===== config.mk =====
export PLATFORM = sky130hd
export DESIGN_NAME = afcd_decoder
export DESIGN_NICKNAME = d
export VERILOG_FILES = /design/src/shared/afcd_pkg.sv /design/src/verilog/afcd_decoder.sv /design/src/verilog/afcd_sync.sv /design/src/verilog/afcd_thresh_mem.sv
export VERILOG_INCLUDE_DIRS = /design/src /design/src/shared
export SDC_FILE = /design/constraint.sdc
export NUM_CORES = 1
export LEC_CHECK = 0
export BUFFER_PORTS_ARGS = -buffer_cell sky130_fd_sc_hd__buf_4
export CAP_MARGIN = 20
export CELL_PAD_IN_SITES_DETAIL_PLACEMENT = 0
export CELL_PAD_IN_SITES_GLOBAL_PLACEMENT = 1
export CORE_UTILIZATION = 47
export DETAILED_ROUTE_END_ITERATION = 6
export HOLD_SLACK_MARGIN = 0.05
export PLACE_DENSITY = 0.76
export SLEW_MARGIN = 25
export SYNTH_ARGS = -nofsm -noshare
export SYNTH_HDL_FRONTEND = slang
export SYNTH_SLANG_ARGS = --single-unit

===== constraint.sdc =====
create_clock -name core_clk -period 2.3 [get_ports core_clk]
set_input_delay 0.115 -clock core_clk [delete_from_list [all_inputs] [get_ports core_clk]]
set_output_delay 0.115 -clock core_clk [all_outputs]
set_load 0.02 [all_outputs]

===== src/shared/afcd_defines.svh =====
/*
  Constants for the frame command decoder: command codes, field positions,
  reset values and sizes.
  Assumes it is included by bare name, once or more, by package and modules.
*/
`ifndef AFCD_DEFINES_SVH
`define AFCD_DEFINES_SVH

// frame shape
`define AFCD_FRAME_BITS     5'h10
`define AFCD_CNT_MAX        5'h1F
`define AFCD_CMD_W          4
`define AFCD_LOWER_W        12

// command codes in the top four bits
`define AFCD_CMD_HOLD       4'h0
`define AFCD_CMD_SCAN2_PROG 4'h9
`define AFCD_ALARM_PREFIX   2'h3
`define AFCD_PFX_HI         3
`define AFCD_PFX_LO         2

// field positions inside the lower twelve bits
`define AFCD_LAST_HI        9
`define AFCD_LAST_LO        6

// field positions inside the command nibble of alarm data and entry frames
`define AFCD_CC_HI          3
`define AFCD_CC_LO          2
`define AFCD_UPPER_POS      1
`define AFCD_EXIT_POS       0
`define AFCD_GRP_HI         1
`define AFCD_GRP_LO         0

// channel counter
`define AFCD_CH_W           4
`define AFCD_CH_ZERO        4'h0
`define AFCD_CH_STEP        4'h1
`define AFCD_LAST_CH_RESET  4'h7
`define AFCD_SCAN1_LAST     4'h7

// threshold store: 8 channels x upper/lower
`define AFCD_THR_AW         4
`define AFCD_THR_DEPTH      16
`define AFCD_THR_W          12
`define AFCD_THR_RESET      12'h000
`define AFCD_GROUP_RESET    2'h0

// pin synchroniser
`define AFCD_SYNC_W         3

`endif


===== src/shared/afcd_pkg.sv =====
/*
  Types for the frame command decoder: frame carrier, modes, sequencer states.
  Assumes afcd_defines.svh is on the include path.
*/
`include "afcd_defines.svh"

package afcd_pkg;

  typedef struct packed {
    logic [`AFCD_CMD_W-1:0]   cmd;
    logic [`AFCD_LOWER_W-1:0] lower;
  } afcd_frame_t;

  typedef enum logic [1:0] {
    AFCD_MODE_MANUAL,
    AFCD_MODE_SCAN1,
    AFCD_MODE_SCAN2
  } afcd_mode_t;

  typedef enum logic {
    AFCD_ST_NORMAL,
    AFCD_ST_ALARM
  } afcd_state_t;

  typedef struct packed {
    logic                   we;
    logic [`AFCD_THR_AW-1:0] addr;
    logic [`AFCD_THR_W-1:0]  data;
  } afcd_thr_wr_t;

endpackage


===== src/verilog/afcd_decoder.sv =====
/*
  Serial frame command decoder: shifts in 16-bit frames under chip select,
  decodes them at frame end, keeps the channel counter, the scan-2 last
  channel and the alarm threshold programming sequence.
  Assumes sclk, cs_n and data come from the host asynchronously and that
  sclk runs well below core_clk/2; mode and manual channel come from
  mode-control logic on core_clk.
*/
// What this block does
// RQ1 - code 1001 writes scan-2 program register
// RQ2 - bits 9..6 give scan-2 last channel
// RQ3 - scan-2 counter counts zero to last, wraps
// RQ4 - code 0000 keeps current mode unchanged
// RQ5 - hold frame: scan counters keep advancing
// RQ6 - hold frame: manual mode keeps last channel
// RQ7 - code 0000 ignores lower twelve bits
// RQ8 - upper and lower threshold per channel
// RQ9 - groups of four channels, eight registers
// RQ10 - group zero channels 0-3, one 4-7
// RQ11 - nine frames; first only enters programming
// RQ12 - each later frame writes one threshold
// RQ13 - shortened alarm sequences are accepted
// RQ14 - leave programming frame after exit bit
// RQ15 - entry frame is 11 then group number
// RQ16 - bits 15..14 join group to pick channel
// RQ17 - bit 13 picks upper or lower threshold
// RQ18 - bit 12 requests exit, else stay
// RQ19 - sixteen bits MSB first, decode at end
// RQ20 - scan-2 value complete in one frame
`timescale 1ns/1ps
`include "afcd_defines.svh"

module afcd_decoder
  import afcd_pkg::*;
(
  input  wire logic                    core_clk,
  input  wire logic                    rst,
  input  wire logic                    serial_clock,
  input  wire logic                    chip_select_n,
  input  wire logic                    serial_data_input,
  input  wire afcd_mode_t              mode_sel,
  input  wire logic [`AFCD_CH_W-1:0]   manual_channel,
  input  wire logic [`AFCD_THR_AW-1:0] thr_rd_addr,
  output logic      [`AFCD_THR_W-1:0]  thr_rd_data_r,
  output logic      [`AFCD_CH_W-1:0]   current_channel_r,
  output logic      [`AFCD_CH_W-1:0]   last_channel_r,
  output logic                         alarm_active_r,
  output logic      [1:0]              alarm_group_r,
  output logic                         frame_done_r,
  output logic                         hold_frame_r
);

  logic [`AFCD_SYNC_W-1:0]   pins_s;
  logic                      sclk_s;
  logic                      cs_n_s;
  logic                      sdi_s;
  logic                      sclk_prev_r;
  logic                      cs_n_prev_r;
  logic [4:0]                bit_cnt_r;
  logic [15:0]               shift_r;
  afcd_frame_t               frame_w;
  afcd_state_t               state_r;
  afcd_thr_wr_t              thr_wr;
  logic                      sclk_rise;
  logic                      cs_fall;
  logic                      cs_rise;
  logic                      frame_end;
  logic                      in_normal;
  logic                      cmd_hold;
  logic                      cmd_scan2;
  logic                      cmd_alarm;
  logic                      alarm_data;
  logic [`AFCD_CH_W-1:0]     ch_nxt;

  afcd_sync u_sync (
    .core_clk (core_clk),
    .rst      (rst),
    .async_in ({serial_clock, chip_select_n, serial_data_input}),
    .sync_out (pins_s)
  );

  assign sclk_s = pins_s[2];
  assign cs_n_s = pins_s[1];
  assign sdi_s  = pins_s[0];

  // edge detection on synchronised copies only
  always_ff @(posedge core_clk) begin
    if (rst) begin
      // same level as the synchroniser's reset, so no false rise follows reset
      sclk_prev_r <= 1'b1;
      cs_n_prev_r <= 1'b1;
    end else begin
      sclk_prev_r <= sclk_s;
      cs_n_prev_r <= cs_n_s;
    end
  end

  assign sclk_rise = sclk_s & ~sclk_prev_r;
  assign cs_fall   = ~cs_n_s & cs_n_prev_r;
  assign cs_rise   = cs_n_s & ~cs_n_prev_r;

  // shift in MSB first while selected; counter saturates so long frames are rejected
  always_ff @(posedge core_clk) begin
    if (rst) begin
      bit_cnt_r <= 5'h00;
      shift_r   <= 16'h0000;
    end else if (cs_fall) begin
      bit_cnt_r <= 5'h00;
    end else if (~cs_n_s && sclk_rise) begin
      shift_r <= {shift_r[14:0], sdi_s}; // see RQ19
      if (bit_cnt_r != `AFCD_CNT_MAX) begin
        bit_cnt_r <= bit_cnt_r + 5'h01;
      end
    end
  end

  // only complete frames are decoded; short or long ones are dropped whole
  assign frame_end = cs_rise && (bit_cnt_r == `AFCD_FRAME_BITS); // see RQ19
  assign frame_w   = afcd_frame_t'(shift_r);

  assign in_normal  = (state_r == AFCD_ST_NORMAL);
  assign cmd_hold   = in_normal && (frame_w.cmd == `AFCD_CMD_HOLD); // see RQ4
  assign cmd_scan2  = in_normal && (frame_w.cmd == `AFCD_CMD_SCAN2_PROG); // see RQ1
  assign cmd_alarm  = in_normal && (frame_w.cmd[`AFCD_PFX_HI:`AFCD_PFX_LO] == `AFCD_ALARM_PREFIX); // see RQ15
  assign alarm_data = ~in_normal;

  // alarm sequencer: entry frame stores group only, data frames until exit bit
  always_ff @(posedge core_clk) begin
    if (rst) begin
      state_r        <= AFCD_ST_NORMAL;
      alarm_active_r <= 1'b0;
      alarm_group_r  <= `AFCD_GROUP_RESET;
    end else if (frame_end) begin
      case (state_r)
        AFCD_ST_NORMAL: begin
          if (cmd_alarm) begin
            state_r        <= AFCD_ST_ALARM; // see RQ11
            alarm_active_r <= 1'b1;
            alarm_group_r  <= frame_w.cmd[`AFCD_GRP_HI:`AFCD_GRP_LO];
          end
        end
        AFCD_ST_ALARM: begin // see RQ18
          // the exit frame still writes; the following frame decodes normally
          if (frame_w.cmd[`AFCD_EXIT_POS]) begin
            state_r        <= AFCD_ST_NORMAL; // see RQ13 RQ14
            alarm_active_r <= 1'b0;
          end
        end
        default: begin
          state_r        <= AFCD_ST_NORMAL;
          alarm_active_r <= 1'b0;
        end
      endcase
    end
  end

  // address = {group lsb, cc, upper}; groups 2 and 3 have no channels here
  always_comb begin
    thr_wr.we   = frame_end && alarm_data && ~alarm_group_r[1]; // see RQ10 RQ12
    thr_wr.addr = {alarm_group_r[0],
                   frame_w.cmd[`AFCD_CC_HI:`AFCD_CC_LO],
                   frame_w.cmd[`AFCD_UPPER_POS]}; // see RQ16 RQ17
    thr_wr.data = frame_w.lower;
  end

  afcd_thresh_mem u_thr (
    .core_clk  (core_clk),
    .rst       (rst),
    .wr        (thr_wr),
    .rd_addr   (thr_rd_addr),
    .rd_data_r (thr_rd_data_r)
  );

  // one frame is enough; other bits of that frame are ignored
  always_ff @(posedge core_clk) begin
    if (rst) begin
      last_channel_r <= `AFCD_LAST_CH_RESET;
    end else if (frame_end && cmd_scan2) begin
      last_channel_r <= frame_w.lower[`AFCD_LAST_HI:`AFCD_LAST_LO]; // see RQ2 RQ20
    end
  end

  // the counter is updated every decoded frame, whatever the command; manual mode loads manual_channel
  always_comb begin
    ch_nxt = current_channel_r;
    case (mode_sel)
      AFCD_MODE_SCAN2: begin
        if (current_channel_r == last_channel_r) begin
          ch_nxt = `AFCD_CH_ZERO; // see RQ3
        end else begin
          ch_nxt = current_channel_r + `AFCD_CH_STEP; // see RQ5
        end
      end
      AFCD_MODE_SCAN1: begin
        if (current_channel_r == `AFCD_SCAN1_LAST) begin
          ch_nxt = `AFCD_CH_ZERO;
        end else begin
          ch_nxt = current_channel_r + `AFCD_CH_STEP; // see RQ5
        end
      end
      default: begin
        ch_nxt = manual_channel; // see RQ6
      end
    endcase
  end

  always_ff @(posedge core_clk) begin
    if (rst) begin
      current_channel_r <= `AFCD_CH_ZERO;
    end else if (frame_end) begin
      current_channel_r <= ch_nxt;
    end
  end

  always_ff @(posedge core_clk) begin
    if (rst) begin
      frame_done_r <= 1'b0;
      hold_frame_r <= 1'b0;
    end else begin
      frame_done_r <= frame_end;
      hold_frame_r <= frame_end && cmd_hold; // see RQ7
    end
  end
endmodule // afcd_decoder


===== src/verilog/afcd_sync.sv =====
/*
  Two-flop synchroniser for the serial pins, one chain per bit.
  Assumes inputs are asynchronous to core_clk; the first stage is read only by the second.
*/
`timescale 1ns/1ps
`include "afcd_defines.svh"

module afcd_sync (
  input  wire logic                    core_clk,
  input  wire logic                    rst,
  input  wire logic [`AFCD_SYNC_W-1:0] async_in,
  output logic      [`AFCD_SYNC_W-1:0] sync_out
);

  logic [`AFCD_SYNC_W-1:0] meta_r;

  genvar g;
  generate
    for (g = 0; g < `AFCD_SYNC_W; g = g + 1) begin : g_bit
      always_ff @(posedge core_clk) begin
        if (rst) begin
          meta_r[g]   <= 1'b1;
          sync_out[g] <= 1'b1;
        end else begin
          meta_r[g]   <= async_in[g];
          sync_out[g] <= meta_r[g];
        end
      end
    end
  endgenerate

endmodule // afcd_sync


===== src/verilog/afcd_thresh_mem.sv =====
/*
  Threshold store: one upper and one lower word per channel, one write port,
  one read port with registered data.
  Assumes write and read come from the core_clk domain.
*/
`timescale 1ns/1ps
`include "afcd_defines.svh"

module afcd_thresh_mem
  import afcd_pkg::*;
(
  input  wire logic                    core_clk,
  input  wire logic                    rst,
  input  wire afcd_thr_wr_t            wr,
  input  wire logic [`AFCD_THR_AW-1:0] rd_addr,
  output logic      [`AFCD_THR_W-1:0]  rd_data_r
);

  logic [`AFCD_THR_W-1:0] mem_r [`AFCD_THR_DEPTH]; // see RQ8 RQ9

  // no reset on the array: contents are undefined until programmed
  always_ff @(posedge core_clk) begin
    if (wr.we) begin
      mem_r[wr.addr] <= wr.data;
    end
  end

  always_ff @(posedge core_clk) begin
    if (rst) begin
      rd_data_r <= `AFCD_THR_RESET;
    end else begin
      rd_data_r <= mem_r[rd_addr];
    end
  end

endmodule // afcd_thresh_mem


# Word level (Yosys, flattened, before mapping)
# Memories as Yosys holds them, arrays and structs flattened. A register that Yosys moved wholly into a read port is not among the register bits.
# Index checks and enable logic that the tools add are counted.
[totals]
in_bits = 15
ramBits = 192
memories = 1
word_cells = 65
register_bits = 43
[classes]
reduce_logical = 15
n_bitwise = 9
add_sub_neg = 2
muxes = 11
eq_ne = 10
[mem_list]
columns = ["memory", "words", "word_bits", "read_ports", "rd_ports_with_merged_regs", "write_ports", "line_no", "rtl"]
rows = [
  ["u_thr.mem_r", 16, 12, 1, 1, 1, "afcd_thresh_mem.sv:19", "logic [`AFCD_THR_W-1:0] mem_r [`AFCD_THR_DEPTH];"],
]
[ops]
columns = ["operator", "n"]
rows = [
  ["$logic_and A1 B1 Y1", 9],
  ["$mux W4", 2],
  ["$pmux W4 S2", 1],
  ["$mux W1", 6],
  ["$not A1 Y1", 6],
  ["$reduce_and A3 Y1", 2],
  ["$add A5 B1 Y5 const B", 1],
  ["$eq A5 B5 Y1 const B", 1],
  ["$ne A5 B5 Y1 const B", 1],
  ["$add A4 B1 Y4 const B", 1],
  ["$eq A2 B2 Y1 const B", 2],
  ["$eq A4 B3 Y1 const B", 1],
  ["$eq A4 B4 Y1", 1],
  ["$eq A4 B4 Y1 const B", 1],
  ["$logic_not A4 Y1", 1],
  ["$pmux W1 S2", 2],
  ["$reduce_and A2 Y1", 2],
  ["$and A1 B1 Y1", 3],
  ["$eq A2 B1 Y1 const B", 1],
  ["$ne A2 B1 Y1 const B", 1],
  ["$ne A2 B2 Y1 const B", 1],
  ["$reduce_or A2 Y1", 1],
]

# Longest topological paths before layout
# Gate-level depths: netlist of run 1.
[depth]
ltp_word = 7
mapped_depth = 7
mapped_depth_nobuf = 7

# Modules after synthesis
# Synthesis of run 1 repeated with hierarchy kept, for this count alone.
[hier_totals]
cells_unflattened = 575
hier_area_um2 = 9506.6
[by_module_without_submodules]
columns = ["module", "cells_each", "instances", "area_each_um2"]
rows = [
  ["afcd_thresh_mem", 373, 1, 7686.1],
  ["afcd_decoder", 190, 1, 1662.8],
  ["afcd_sync", 12, 1, 157.7],
]

# Worst setup path after synthesis of run 1
# OpenSTA, ideal clock, no wires.
[synth_path]
path_kind = "reg2reg"
from = "register bit_cnt_r[0]"
to = "memory u_thr.mem_r[2][0] in the netlist's numbering, enable pin"
slack_ps = -227
setup_ps = 396
path_stages_with_launch = 8
synth_period_minus_slack_ps = 2527
t_arrival_ps = 2130
t_required_ps = 1904
cell_sequence = "dfxtp_1 inv_1 ha_1 nand4bb_2 nor2_1 buf_2 nand4b_1 nor3_1"
[synth_via]
elab_chain_cells = 6
[synth_lines]
columns = ["item", "line_no", "rtl"]
rows = [
  ["from (decl)", "afcd_decoder.sv:59", "logic [4:0] bit_cnt_r;"],
  ["from (signal assigned)", "afcd_decoder.sv:112", "bit_cnt_r <= bit_cnt_r + 5'h01;"],
  ["$eq A5 B5 Y1 (no line)", "n/a", ""],
  ["$logic_and A1 B1 Y1", "afcd_decoder.sv:118", "assign frame_end = cs_rise && (bit_cnt_r == `AFCD_FRAME_BITS);"],
  ["$logic_and A1 B1 Y1 (2 in series)", "afcd_decoder.sv:159", "thr_wr.we = frame_end && alarm_data && ~alarm_group_r[1];"],
  ["$mux W1", "afcd_thresh_mem.sv:23", "if (wr.we) begin"],
  ["$mux W1 (not written as such)", "afcd_thresh_mem.sv:24", "mem_r[wr.addr] <= wr.data;"],
  ["to (decl)", "afcd_thresh_mem.sv:19", ""],
]
# Every way passes these cells.

# Final worst setup path of run 1
[layout_path]
from = "register bit_cnt_r[0]"
to = "register bit_cnt_r[3]"
[layout_via]
elab_chain_cells = 2
[layout_lines]
columns = ["item"]
rows = [
  ["parallel branches: the longest is 2 deep, another holds $add A5 B1 Y5"],
]
# Parallel ways; which one is timed is not known.
# A chain may end at the register's enable or synchronous reset.

==> flow_summary_export.csv, run 1 <==
group,metric,value,unit
sta,clock_skew,0.00710,ns
global_routing,antenna_found_initial,0,
sta,slew_headroom,41.7,%
layout,area_growth,16.3,%
worst_setup_path,crit_slowest_cell,"nor4b_2",
global_routing,grt_pass1_vias,5064,
run_status,status,"completed",
pwr,power,0.00893,W
worst_setup_path,r2r_cells,7,
worst_setup_path,cp_cell_sequence,"ha_1 > and3_1 > ha_1 > nor4b_2 > nand4_1 > xor2_1 > nor2_1",
drt,drc,0,
layout,num_antenna_cells,0,
worst_setup_path,r2r-start,"bit_cnt_r[0]",
worst_setup_path,cp_top_family,"simple AND/OR/NAND/NOR gates",
worst_setup_path,cpPeakStageDelay,0.57,ns
synth,syn-num-nets,569,
global_routing,grt_pass1_wl,29600,µm
global_routing,met1_usage,27.9,%
floorplan,ios,40,
synth,synthesis.area,9450,µm²
sta,finalSetupViolCount,0,
worst_setup_path,cp.required,2.69,ns
floorplan,die_area,20700,µm²
sta,tightestPinTransition,0.873,ns
sta,fin_setup_tns,0,ns
layout,final_cells,896,
clock_tree,clockRootBuffer,"clkbuf_16",
worst_setup_path,path_depth,7,
sta,slew_violations,0,
drt,via_count,4981,
drt,wl_per_cell,21.4,µm
synth,yosysSeqAreaShare,72.6,%
sta,rsz0062_at_grt,"false",
placed_design,hpwl,11900,µm
layout,drive_gt1_share,25.5,%
worst_setup_path,endpoint,"bit_cnt_r[3]",
synth,yosysTopAreaCell,"edfxtp_1",
clock_tree,cts_sinks,247,
worst_setup_path,r2r-end,"bit_cnt_r[3]",
synth,synth.area.top_cells,"edfxtp_1, dfxtp_1, mux4_2",
floorplan,die_y,144,µm
worst_setup_path,cp-end-kind,"register",
drt,dr.pass1.iters,5,
synth,ys_ff_latch,247,
sta,finalHoldViolCount,0,
worst_setup_path,cp_common_cell,"ha_1",
floorplan,core,19600,µm²
floorplan,start_util,48.3,%
worst_setup_path,critPathMaxFanout,6,
global_routing,grt_util_met3,2.60,%
drt,drt_iter0_drc,375,
placed_design,dp_cells,843,
placed_design,io_buffers,39,
synth,netlist_instances,548,
clock_tree,cts_tree,"yes",
floorplan,row_count,51,
worst_setup_path,path_class,"register to register",
global_routing,use_met2,31.5,%
global_routing,grt_max_degree,51,
flow_run,drv_cap,0,
sta,fin_crit_sh,91.3,%
clock_tree,clock_path_buffers,3,
clock_tree,path_clk_slew,0.06,ns
drt,detail-route-antenna-nets,0,
worst_hold_path,hold_class,"input port to register",
pwr,powerDensity,812,nW/µm²
worst_setup_path,setup.worst_path.start_class,"register",
clock_tree,cts_made_buffers,25,
sta,min_period,2.10,ns
global_routing,grt_remaining_overflow,0,
layout,layout_commonest_cell,"edfxtp_1",
synth,synthDistinctLibCells,43,
global_routing,grt.total_usage,19.5,%
synth,netlist.area_leader.share,61.0,%
clock_tree,htreeDepth,1,
worst_setup_path,cp.arrival,2.49,ns
floorplan,die_w,144,µm
synth,synth_area_per_cell,17.2,µm²
clock_tree,clk_latency,0.51,ns
sta,fmaxAchievable,0.476,GHz
layout,final_cell_mix,"edfxtp_1, buf_4, dfxtp_1",
synth,yosys_warnings,0,
pwr,peakVddDrop,0.560,mV
drt,vias_per_cell,5.56,
worst_setup_path,r2r_setup_slack,0.20,ns
worst_setup_path,cp_num_buf_inv,0,
layout,nNetsFinal,634,
pwr,leakage,3.74,nW
worst_setup_path,startpoint,"bit_cnt_r[0]",
global_routing,busiest_layer,"met2",
placed_design,place_congestion,0.764,
drt,routed_wl,19100,µm
## cell type report
| class | instances | area [µm²] |
|---|---|---|
| Fill cell | 1518 | 8590 |
| Sequential cell | 247 | 6870 |
| Multi-Input combinational cell | 264 | 2450 |
| Clock buffer | 37 | 711 |
| Timing Repair Buffer | 68 | 543 |
| Tap cell | 265 | 332 |
| Clock inverter | 8 | 66.3 |
| Inverter | 7 | 26.3 |
## through the flow
| step | utilization [%] | setup slack [ns] | area, µm² | hold slack (ns) |
|---|---|---|---|---|
| global route | 56.1 | 0.0244 | 11000 | 0.0532 |
| detailed placement | 51.8 | 0.170 | 10100 | 0.304 |
| CTS | 56.1 | 0.146 | 11000 | 0.0558 |
| global placement | 51.8 | 0.223 | 10100 | 0.302 |
| floorplan | - | 0.0876 | 9470 | 0.219 |
| finish | 56.1 | 0.201 | 11000 | 0.0702 |
## routing by layer
| metal | part of all wire (%) | wire length (µm) |
|---|---|---|
| met5 | 0 | 0 |
| met3 | 4.8 | 914 |
| met2 | 48 | 9170 |
| met1 | 45 | 8660 |
| met4 | 2.0 | 392 |
## worst reg2reg max path, delay by kind of cell (launching register included)
family | cells | cell delay, ns
AND/OR/NAND/NOR | 4 | 1.06
XOR/XNOR | 1 | 0.17
adder cells (fa/ha/maj) | 2 | 0.41
flip-flops | 1 | 0.36
## flip-flops by register name (all words and copies together), names as in the netlist
| register | count |
|---|---|
| u_thr.mem_r | 192 |
| frame_w | 16 |
| u_thr.rd_data_r | 12 |
| bit_cnt_r | 5 |
| current_channel_r | 4 |
| last_channel_r | 4 |
| u_sync.meta_r | 3 |
| u_sync.sync_out | 3 |
| alarm_group_r | 2 |
| alarm_active_r | 1 |
| alarm_data | 1 |
| cs_n_prev_r | 1 |
| frame_done_r | 1 |
| hold_frame_r | 1 |
| sclk_prev_r | 1 |
## worst min-delay path by stage
stage,start,to,cells after the start
global placement,chip_select_n,u_sync.meta_r[1],2
finish,thr_rd_addr[3],u_thr.rd_data_r[0],4
CTS,thr_rd_addr[3],u_thr.rd_data_r[0],4
floorplan,serial_data_input,u_sync.meta_r[0],1
global route,thr_rd_addr[3],u_thr.rd_data_r[0],4
detailed placement,serial_clock,u_sync.meta_r[2],2
## report_power, final
part	total [W]	internal (W)	switching (W)
Sequential	0.00478	0.00477	0.00000954
Clock	0.00381	0.00224	0.00157
Combinational	0.000347	0.000168	0.000179
## cell usage after synthesis, drive strengths merged
master and number:
a211o 1, a211oi 1, a21boi 2, a21o 2
a21oi 21, a311oi 1, a31oi 3, a32oi 2
and3 1, buf 16, clkbuf 14, dfxtp 55
edfxtp 192, ha 6, inv 7, mux2i 32
mux4 46, nand2 43, nand2b 7, nand3 5
nand3b 1, nand4 4, nand4b 2, nand4bb 1
nor2 32, nor2b 3, nor3 4, nor4 4
nor4b 2, o211a 1, o211ai 2, o21ai 1
o22ai 10, o31ai 2, o41ai 1, or2 11
or3 1, or4b 1, xnor2 2, xor2 6
## logic make-up after synthesis
kind of cell / after synthesis / share of synthesized area [%]
XOR/XNOR: 8 / 0.741
AND/OR/NAND/NOR: 122 / 6.53
AO/OA/AOI/OAI: 50 / 3.31
multiplexers: 78 / 14.3
buffers and inverters: 37 / 1.64
adder cells (fa/ha/maj): 6 / 0.794
flip-flops: 247 / 72.6
## timing repair
action	4_1_cts	5_1_grt
hold buffers	8	0
setup buffers	0	0
resized for setup	0	1
endpoints found under the setup margin	0	69
hold endpoints to repair	11	0
No activity file was read; power rests on OpenSTA's default activity.
==> run 2, diff against run 1 <==
CORE_UTILIZATION = 57   (was 47)
PLACE_DENSITY = 0.86   (was 0.76)
clock period = 2.7 ns   (was 2.3 ns; I/O delays follow)
==> run 2 against run 1 <==
Compared with the run above:
- design area down 0.40%
- cell count fell by 5.7%
- first-iteration DRC count up 25%
- utilization grew 12 points
- wire length increased by 2.3%
- total power is 13% lower
- sequential power is 15% lower
==> flow_summary_export.csv, run 2 (synthesis gave the netlist of run 1 again) <==
group,metric,value,unit
global_routing,grt_max_degree,46,
layout,nNetsFinal,632,
run_status,status,"completed",
floorplan,die_y,131,µm
sta,fin_crit_sh,81.7,%
placed_design,dpl_cell_area,10100,µm²
floorplan,row_count,46,
sta,fmaxAchievable,0.454,GHz
sta,clock_skew,0.00812,ns
pwr,leakage,3.75,nW
drt,via_count,5096,
layout,largest_reg_flops,192,
sta,rsz0062_at_grt,"false",
sta,slew_violations,0,
floorplan,core,16100,µm²
sta,finalHoldViolCount,0,
layout,fillerInstances,1026,
worst_setup_path,cp.arrival,2.40,ns
global_routing,grt_pass1_wl,30600,µm
floorplan,ios,40,
placed_design,place_congestion,0.751,
placed_design,hpwl,11800,µm
drt,vias_per_cell,6.03,
global_routing,grt_pass1_vias,5171,
clock_tree,cts_made_buffers,25,
layout,final_cell_mix,"edfxtp_1, buf_4, dfxtp_1",
drt,drt_iter0_drc,468,
worst_setup_path,cp.required,2.90,ns
floorplan,start_util,58.9,%
clock_tree,cts_tree,"yes",
worst_hold_path,hold_class,"input port to register",
placed_design,io_buffers,39,
drt,routed_wl,19600,µm
floorplan,die_area,17100,µm²
worst_setup_path,cp-end-kind,"register",
pwr,power,0.00781,W
clock_tree,path_clk_slew,0.06,ns
sta,tightestPinTransition,0.862,ns
clock_tree,clockRootBuffer,"clkbuf_16",
worst_setup_path,path_class,"register to register",
clock_tree,clock_path_buffers,3,
clock_tree,htreeDepth,1,
worst_setup_path,setup.worst_path.start_class,"register",
drt,wl_per_cell,23.2,µm
drt,detail-route-antenna-nets,0,
layout,area_growth,15.9,%
clock_tree,cts_sinks,247,
layout,layout_commonest_cell,"edfxtp_1",
layout,drive_gt1_share,25.6,%
drt,dr.pass1.iters,4,
pwr,peakVddDrop,0.503,mV
layout,regMostFlops,"u_thr.mem_r",
sta,finalSetupViolCount,0,
layout,final_util,68.2,%
global_routing,grt.total_usage,24.8,%
sta,slew_headroom,42.4,%
layout,num_antenna_cells,0,
clock_tree,clk_latency,0.50,ns
sta,min_period,2.20,ns
pwr,powerDensity,713,nW/µm²
flow_run,drv_cap,0,
worst_setup_path,critPathMaxFanout,12,
sta,fin_setup_tns,0,ns
floorplan,die_w,131,µm
global_routing,grt_remaining_overflow,0,
global_routing,antenna_found_initial,0,
layout,final_area,11000,µm²
clock_tree,cts_setup_buffers,0,
drt,drc,0,
## run 2: final timing paths
| kind | cells past startpoint | slack, ns | to | start |
|---|---|---|---|---|
| max | 7 | 0.50 | u_thr.mem_r[1][10] | bit_cnt_r[0] |
| min | 2 | 0.07 | alarm_group_r[0] | rst |
| max reg2reg | 7 | 0.50 | u_thr.mem_r[1][10] | bit_cnt_r[0] |
| min reg2reg | 1 | 0.41 | u_sync.sync_out[0] | u_sync.meta_r[0] |
## run 2: report_power, final
group          total (W)  internal, W  switching [W]
Combinational   0.000293     0.000141       0.000153
Sequential       0.00407      0.00406     0.00000840
Clock            0.00344      0.00209        0.00135
## run 2: metrics by stage
| stage | instances | worst slack [ns] | hold slack (ns) |
|---|---|---|---|
| final | 845 | 0.495 | 0.0684 |
| after global routing | 845 | 0.339 | 0.101 |
| after CTS | 845 | 0.480 | 0.0676 |
| after detailed placement | 793 | 0.571 | 0.323 |
| after global placement | 793 | 0.656 | 0.322 |
| after floorplan | 548 | 0.173 | 0.239 |
## run 2: layout make-up
type,instances,area [µm²],share of cell area (%)
flip-flops and latches,247,6870,62.7
multi-input cells,264,2440,22.2
clock buffers,32,692,6.32
repair buffers,66,526,4.80
well taps,216,270,2.47
clock inverters,13,138,1.26
inverters,7,26.3,0.240
## run 2: critical path, cell delays in order (launching register included)
cell	delay [ns]
dfxtp_1	0.34
inv_1	0.07
ha_1	0.15
nand4bb_2	0.17
nor2_1	0.34
nand4b_1	0.32
nor3_1	0.25
buf_4	0.26
## run 2: layer usage
layer,wire (µm),track usage [%]
met4,369,7.10
met3,1160,3.09
met1,8660,36.4
met5,0,0
met2,9400,39.7
## run 2: what timing repair did
action / in CTS / in global routing
hold buffers: 7 / 0
hold endpoints to repair: 7 / 0
gates resized for setup: 0 / 0
==> run 3, diff against run 2 <==
CORE_UTILIZATION = 47   (was 57)
PLACE_DENSITY = 0.76   (was 0.86)
clock period = 1.8 ns   (was 2.7 ns; I/O delays follow)
==> run 3 against run 2 <==
Compared with the run above:
- the flow now finishes with violations (negative setup slack)
- cell count up 10%
- clock-buffer cell count fell by 2
- die area grew 21%
- global-route usage down 4.5 points
- via count up 1.5%
==> flow_summary_export.csv, run 3 (synthesis gave the netlist of run 1 again) <==
group,metric,value,unit
run_status,status,"complete, but fails checks",
run_status,violations,"negative setup slack",
clock_tree,cts_made_buffers,25,
worst_setup_path,path_class,"register to register",
pwr,combPwrFrac,3.9,%
worst_setup_path,critPathMaxFanout,6,
global_routing,grt_remaining_overflow,0,
layout,nNetsFinal,668,
drt,wl_per_cell,21.3,µm
worst_hold_path,holdPathStages,3,
drt,drt_iter0_drc,338,
clock_tree,clockRootBuffer,"clkbuf_16",
drt,routed_wl,19900,µm
worst_setup_path,crit_slowest_cell,"dfxtp_4",
drt,vias_per_cell,5.56,
layout,register_area,6870,µm²
placed_design,hpwl,12500,µm
sta,slew_violations,0,
clock_tree,cts_sinks,247,
global_routing,grt.total_usage,20.2,%
pwr,peakVddDrop,0.648,mV
floorplan,row_count,51,
sta,fin_crit_sh,101,%
drt,dr.pass1.iters,5,
pwr,powerDensity,1020,nW/µm²
floorplan,ios,40,
worst_setup_path,r2r_setup_slack,-0.01,ns
layout,area_growth,23.9,%
placed_design,io_buffers,39,
worst_setup_path,cp.arrival,2.23,ns
pwr,p_int,0.00959,W
placed_design,dp_cells,871,
global_routing,grt_pass1_wl,30600,µm
global_routing,grt_pass1_vias,5321,
floorplan,start_util,48.3,%
sta,fmaxAchievable,0.552,GHz
pwr,leakage,3.98,nW
clock_tree,path_clk_slew,0.06,ns
sta,finalSetupViolCount,2,
sta,setup_slack,-0.0129,ns
worst_setup_path,cp.required,2.22,ns
sta,min_period,1.81,ns
clock_tree,htreeDepth,1,
placed_design,place_congestion,0.831,
worst_setup_path,cp_top_family,"simple AND/OR/NAND/NOR gates",
worst_setup_path,path_depth,8,
pwr,power.switching,0.00238,W
floorplan,core,19600,µm²
drt,drc,0,
layout,largest_reg_flops,192,
pwr,power.share.clock,45.1,%
worst_setup_path,cp_cell_sequence,"ha_4 > and3_4 > ha_2 > nor4b_2 > buf_4 > nand4_1 > xor2_1 > nor2_1",
layout,final_cells,931,
worst_setup_path,cp_num_buf_inv,1,
layout,num_antenna_cells,0,
sta,finalHoldViolCount,0,
sta,slew_headroom,49.5,%
layout,regMostFlops,"u_thr.mem_r",
pwr,p_seq_share,51.0,%
sta,clock_skew,0.00854,ns
worst_setup_path,setup.worst_path.start_class,"register",
worst_setup_path,r2r-start,"bit_cnt_r[0]",
flow_run,drv_cap,0,
worst_setup_path,cp-end-kind,"register",
pwr,swShare,19.9,%
worst_setup_path,cpPeakStageDelay,0.37,ns
layout,drive_gt1_share,33.3,%
layout,fillerInstances,1454,
layout,multiInputGateArea,2590,µm²
worst_setup_path,r2r-end,"bit_cnt_r[3]",
placed_design,dpl_worst_slack,0.0188,ns
sta,fin_setup_tns,-0.0172,ns
floorplan,die_w,144,µm
floorplan,die_area,20700,µm²
clock_tree,clock_path_buffers,3,
global_routing,antenna_found_initial,0,
worst_setup_path,r2r_cells,8,
layout,final_cell_mix,"edfxtp_1, buf_4, dfxtp_1",
worst_hold_path,hold_class,"input port to register",
layout,layout_commonest_cell,"edfxtp_1",
floorplan,die_y,144,µm
sta,tightestPinTransition,0.757,ns
global_routing,grt_max_degree,34,
clock_tree,cts_tree,"yes",
worst_hold_path,hp-start,"thr_rd_addr[2]",
drt,via_count,5172,
layout,final_util,59.8,%
clock_tree,clk_latency,0.53,ns
drt,detail-route-antenna-nets,0,
worst_hold_path,holdPathEnd,"u_thr.rd_data_r[9]",
sta,rsz0062_at_grt,"true",
-- run 3: cell types whose count changed in the layout (fill, tap and decap cells not counted), sizes merged --
cell         delta
inv             +1
dlygate4sd3     +2
bufinv          +1
buf            +34
clkbuf          -2
clkinv          -2
clkinvlp        +3
-- run 3: layout make-up --
class,instances,share of cell area [%]
timing repair buffer,102,8.64
clock inverter,16,1.71
inverter,7,0.246
clock buffer,30,5.76
tap,265,2.83
multi-input combinational,264,22.1
sequential,247,58.7
-- run 3: per-stage QoR --
stage	hold slack [ns]	area, µm²	total power (W)
finish	0.130	11700	0.0120
global route	0.122	11700	0.0123
CTS	0.110	11600	0.0121
detailed placement	0.278	10600	0.00669
global placement	0.278	10600	0.00668
floorplan	0.194	9590	0.00652
-- run 3: worst min-delay path, cell delays in order --
cell and delay (ns):
buf_4 0.20, mux2i_1 0.19, o22ai_1 0.12
-- run 3: how the worst max path moves through the flow --
stage,start,slack [ns],to
after floorplan,bit_cnt_r[0],-0.20,u_thr.mem_r[2][0]
after global placement,bit_cnt_r[0],0.05,u_thr.mem_r[2][2]
after detailed placement,bit_cnt_r[0],0.02,bit_cnt_r[3]
after CTS,bit_cnt_r[0],0.005,bit_cnt_r[3]
after global routing,bit_cnt_r[0],-0.08,bit_cnt_r[3]
final,bit_cnt_r[0],-0.01,bit_cnt_r[3]
-- run 3: metal layers --
metal / wire [µm] / vias to the layer above / global-route usage, %
li1: - / 2330 / -
met1: 8070 / 2629 / 25.7
met2: 10100 / 173 / 35.5
met3: 1140 / 40 / 3.40
met4: 541 / 0 / 6.05
met5: 0 / - / 0
-- run 3: timing repair --
action                                  in CTS  in global routing
pin swaps                                    0                  4
hold buffers                                 9                  0
endpoints found under the setup margin       1                102
resized for setup                            0                 21
buffers inserted                             2                  3
endpoints found under the hold margin       21                  0
-- run 3: power groups by stage --
stage	Clock [W]	Sequential, W	Combinational (W)
after global routing	0.00571	0.00610	0.000505
final	0.00540	0.00610	0.000471
after CTS	0.00549	0.00610	0.000477
after floorplan	0	0.00626	0.000264
after detailed placement	0	0.00623	0.000460
after global placement	0	0.00622	0.000456
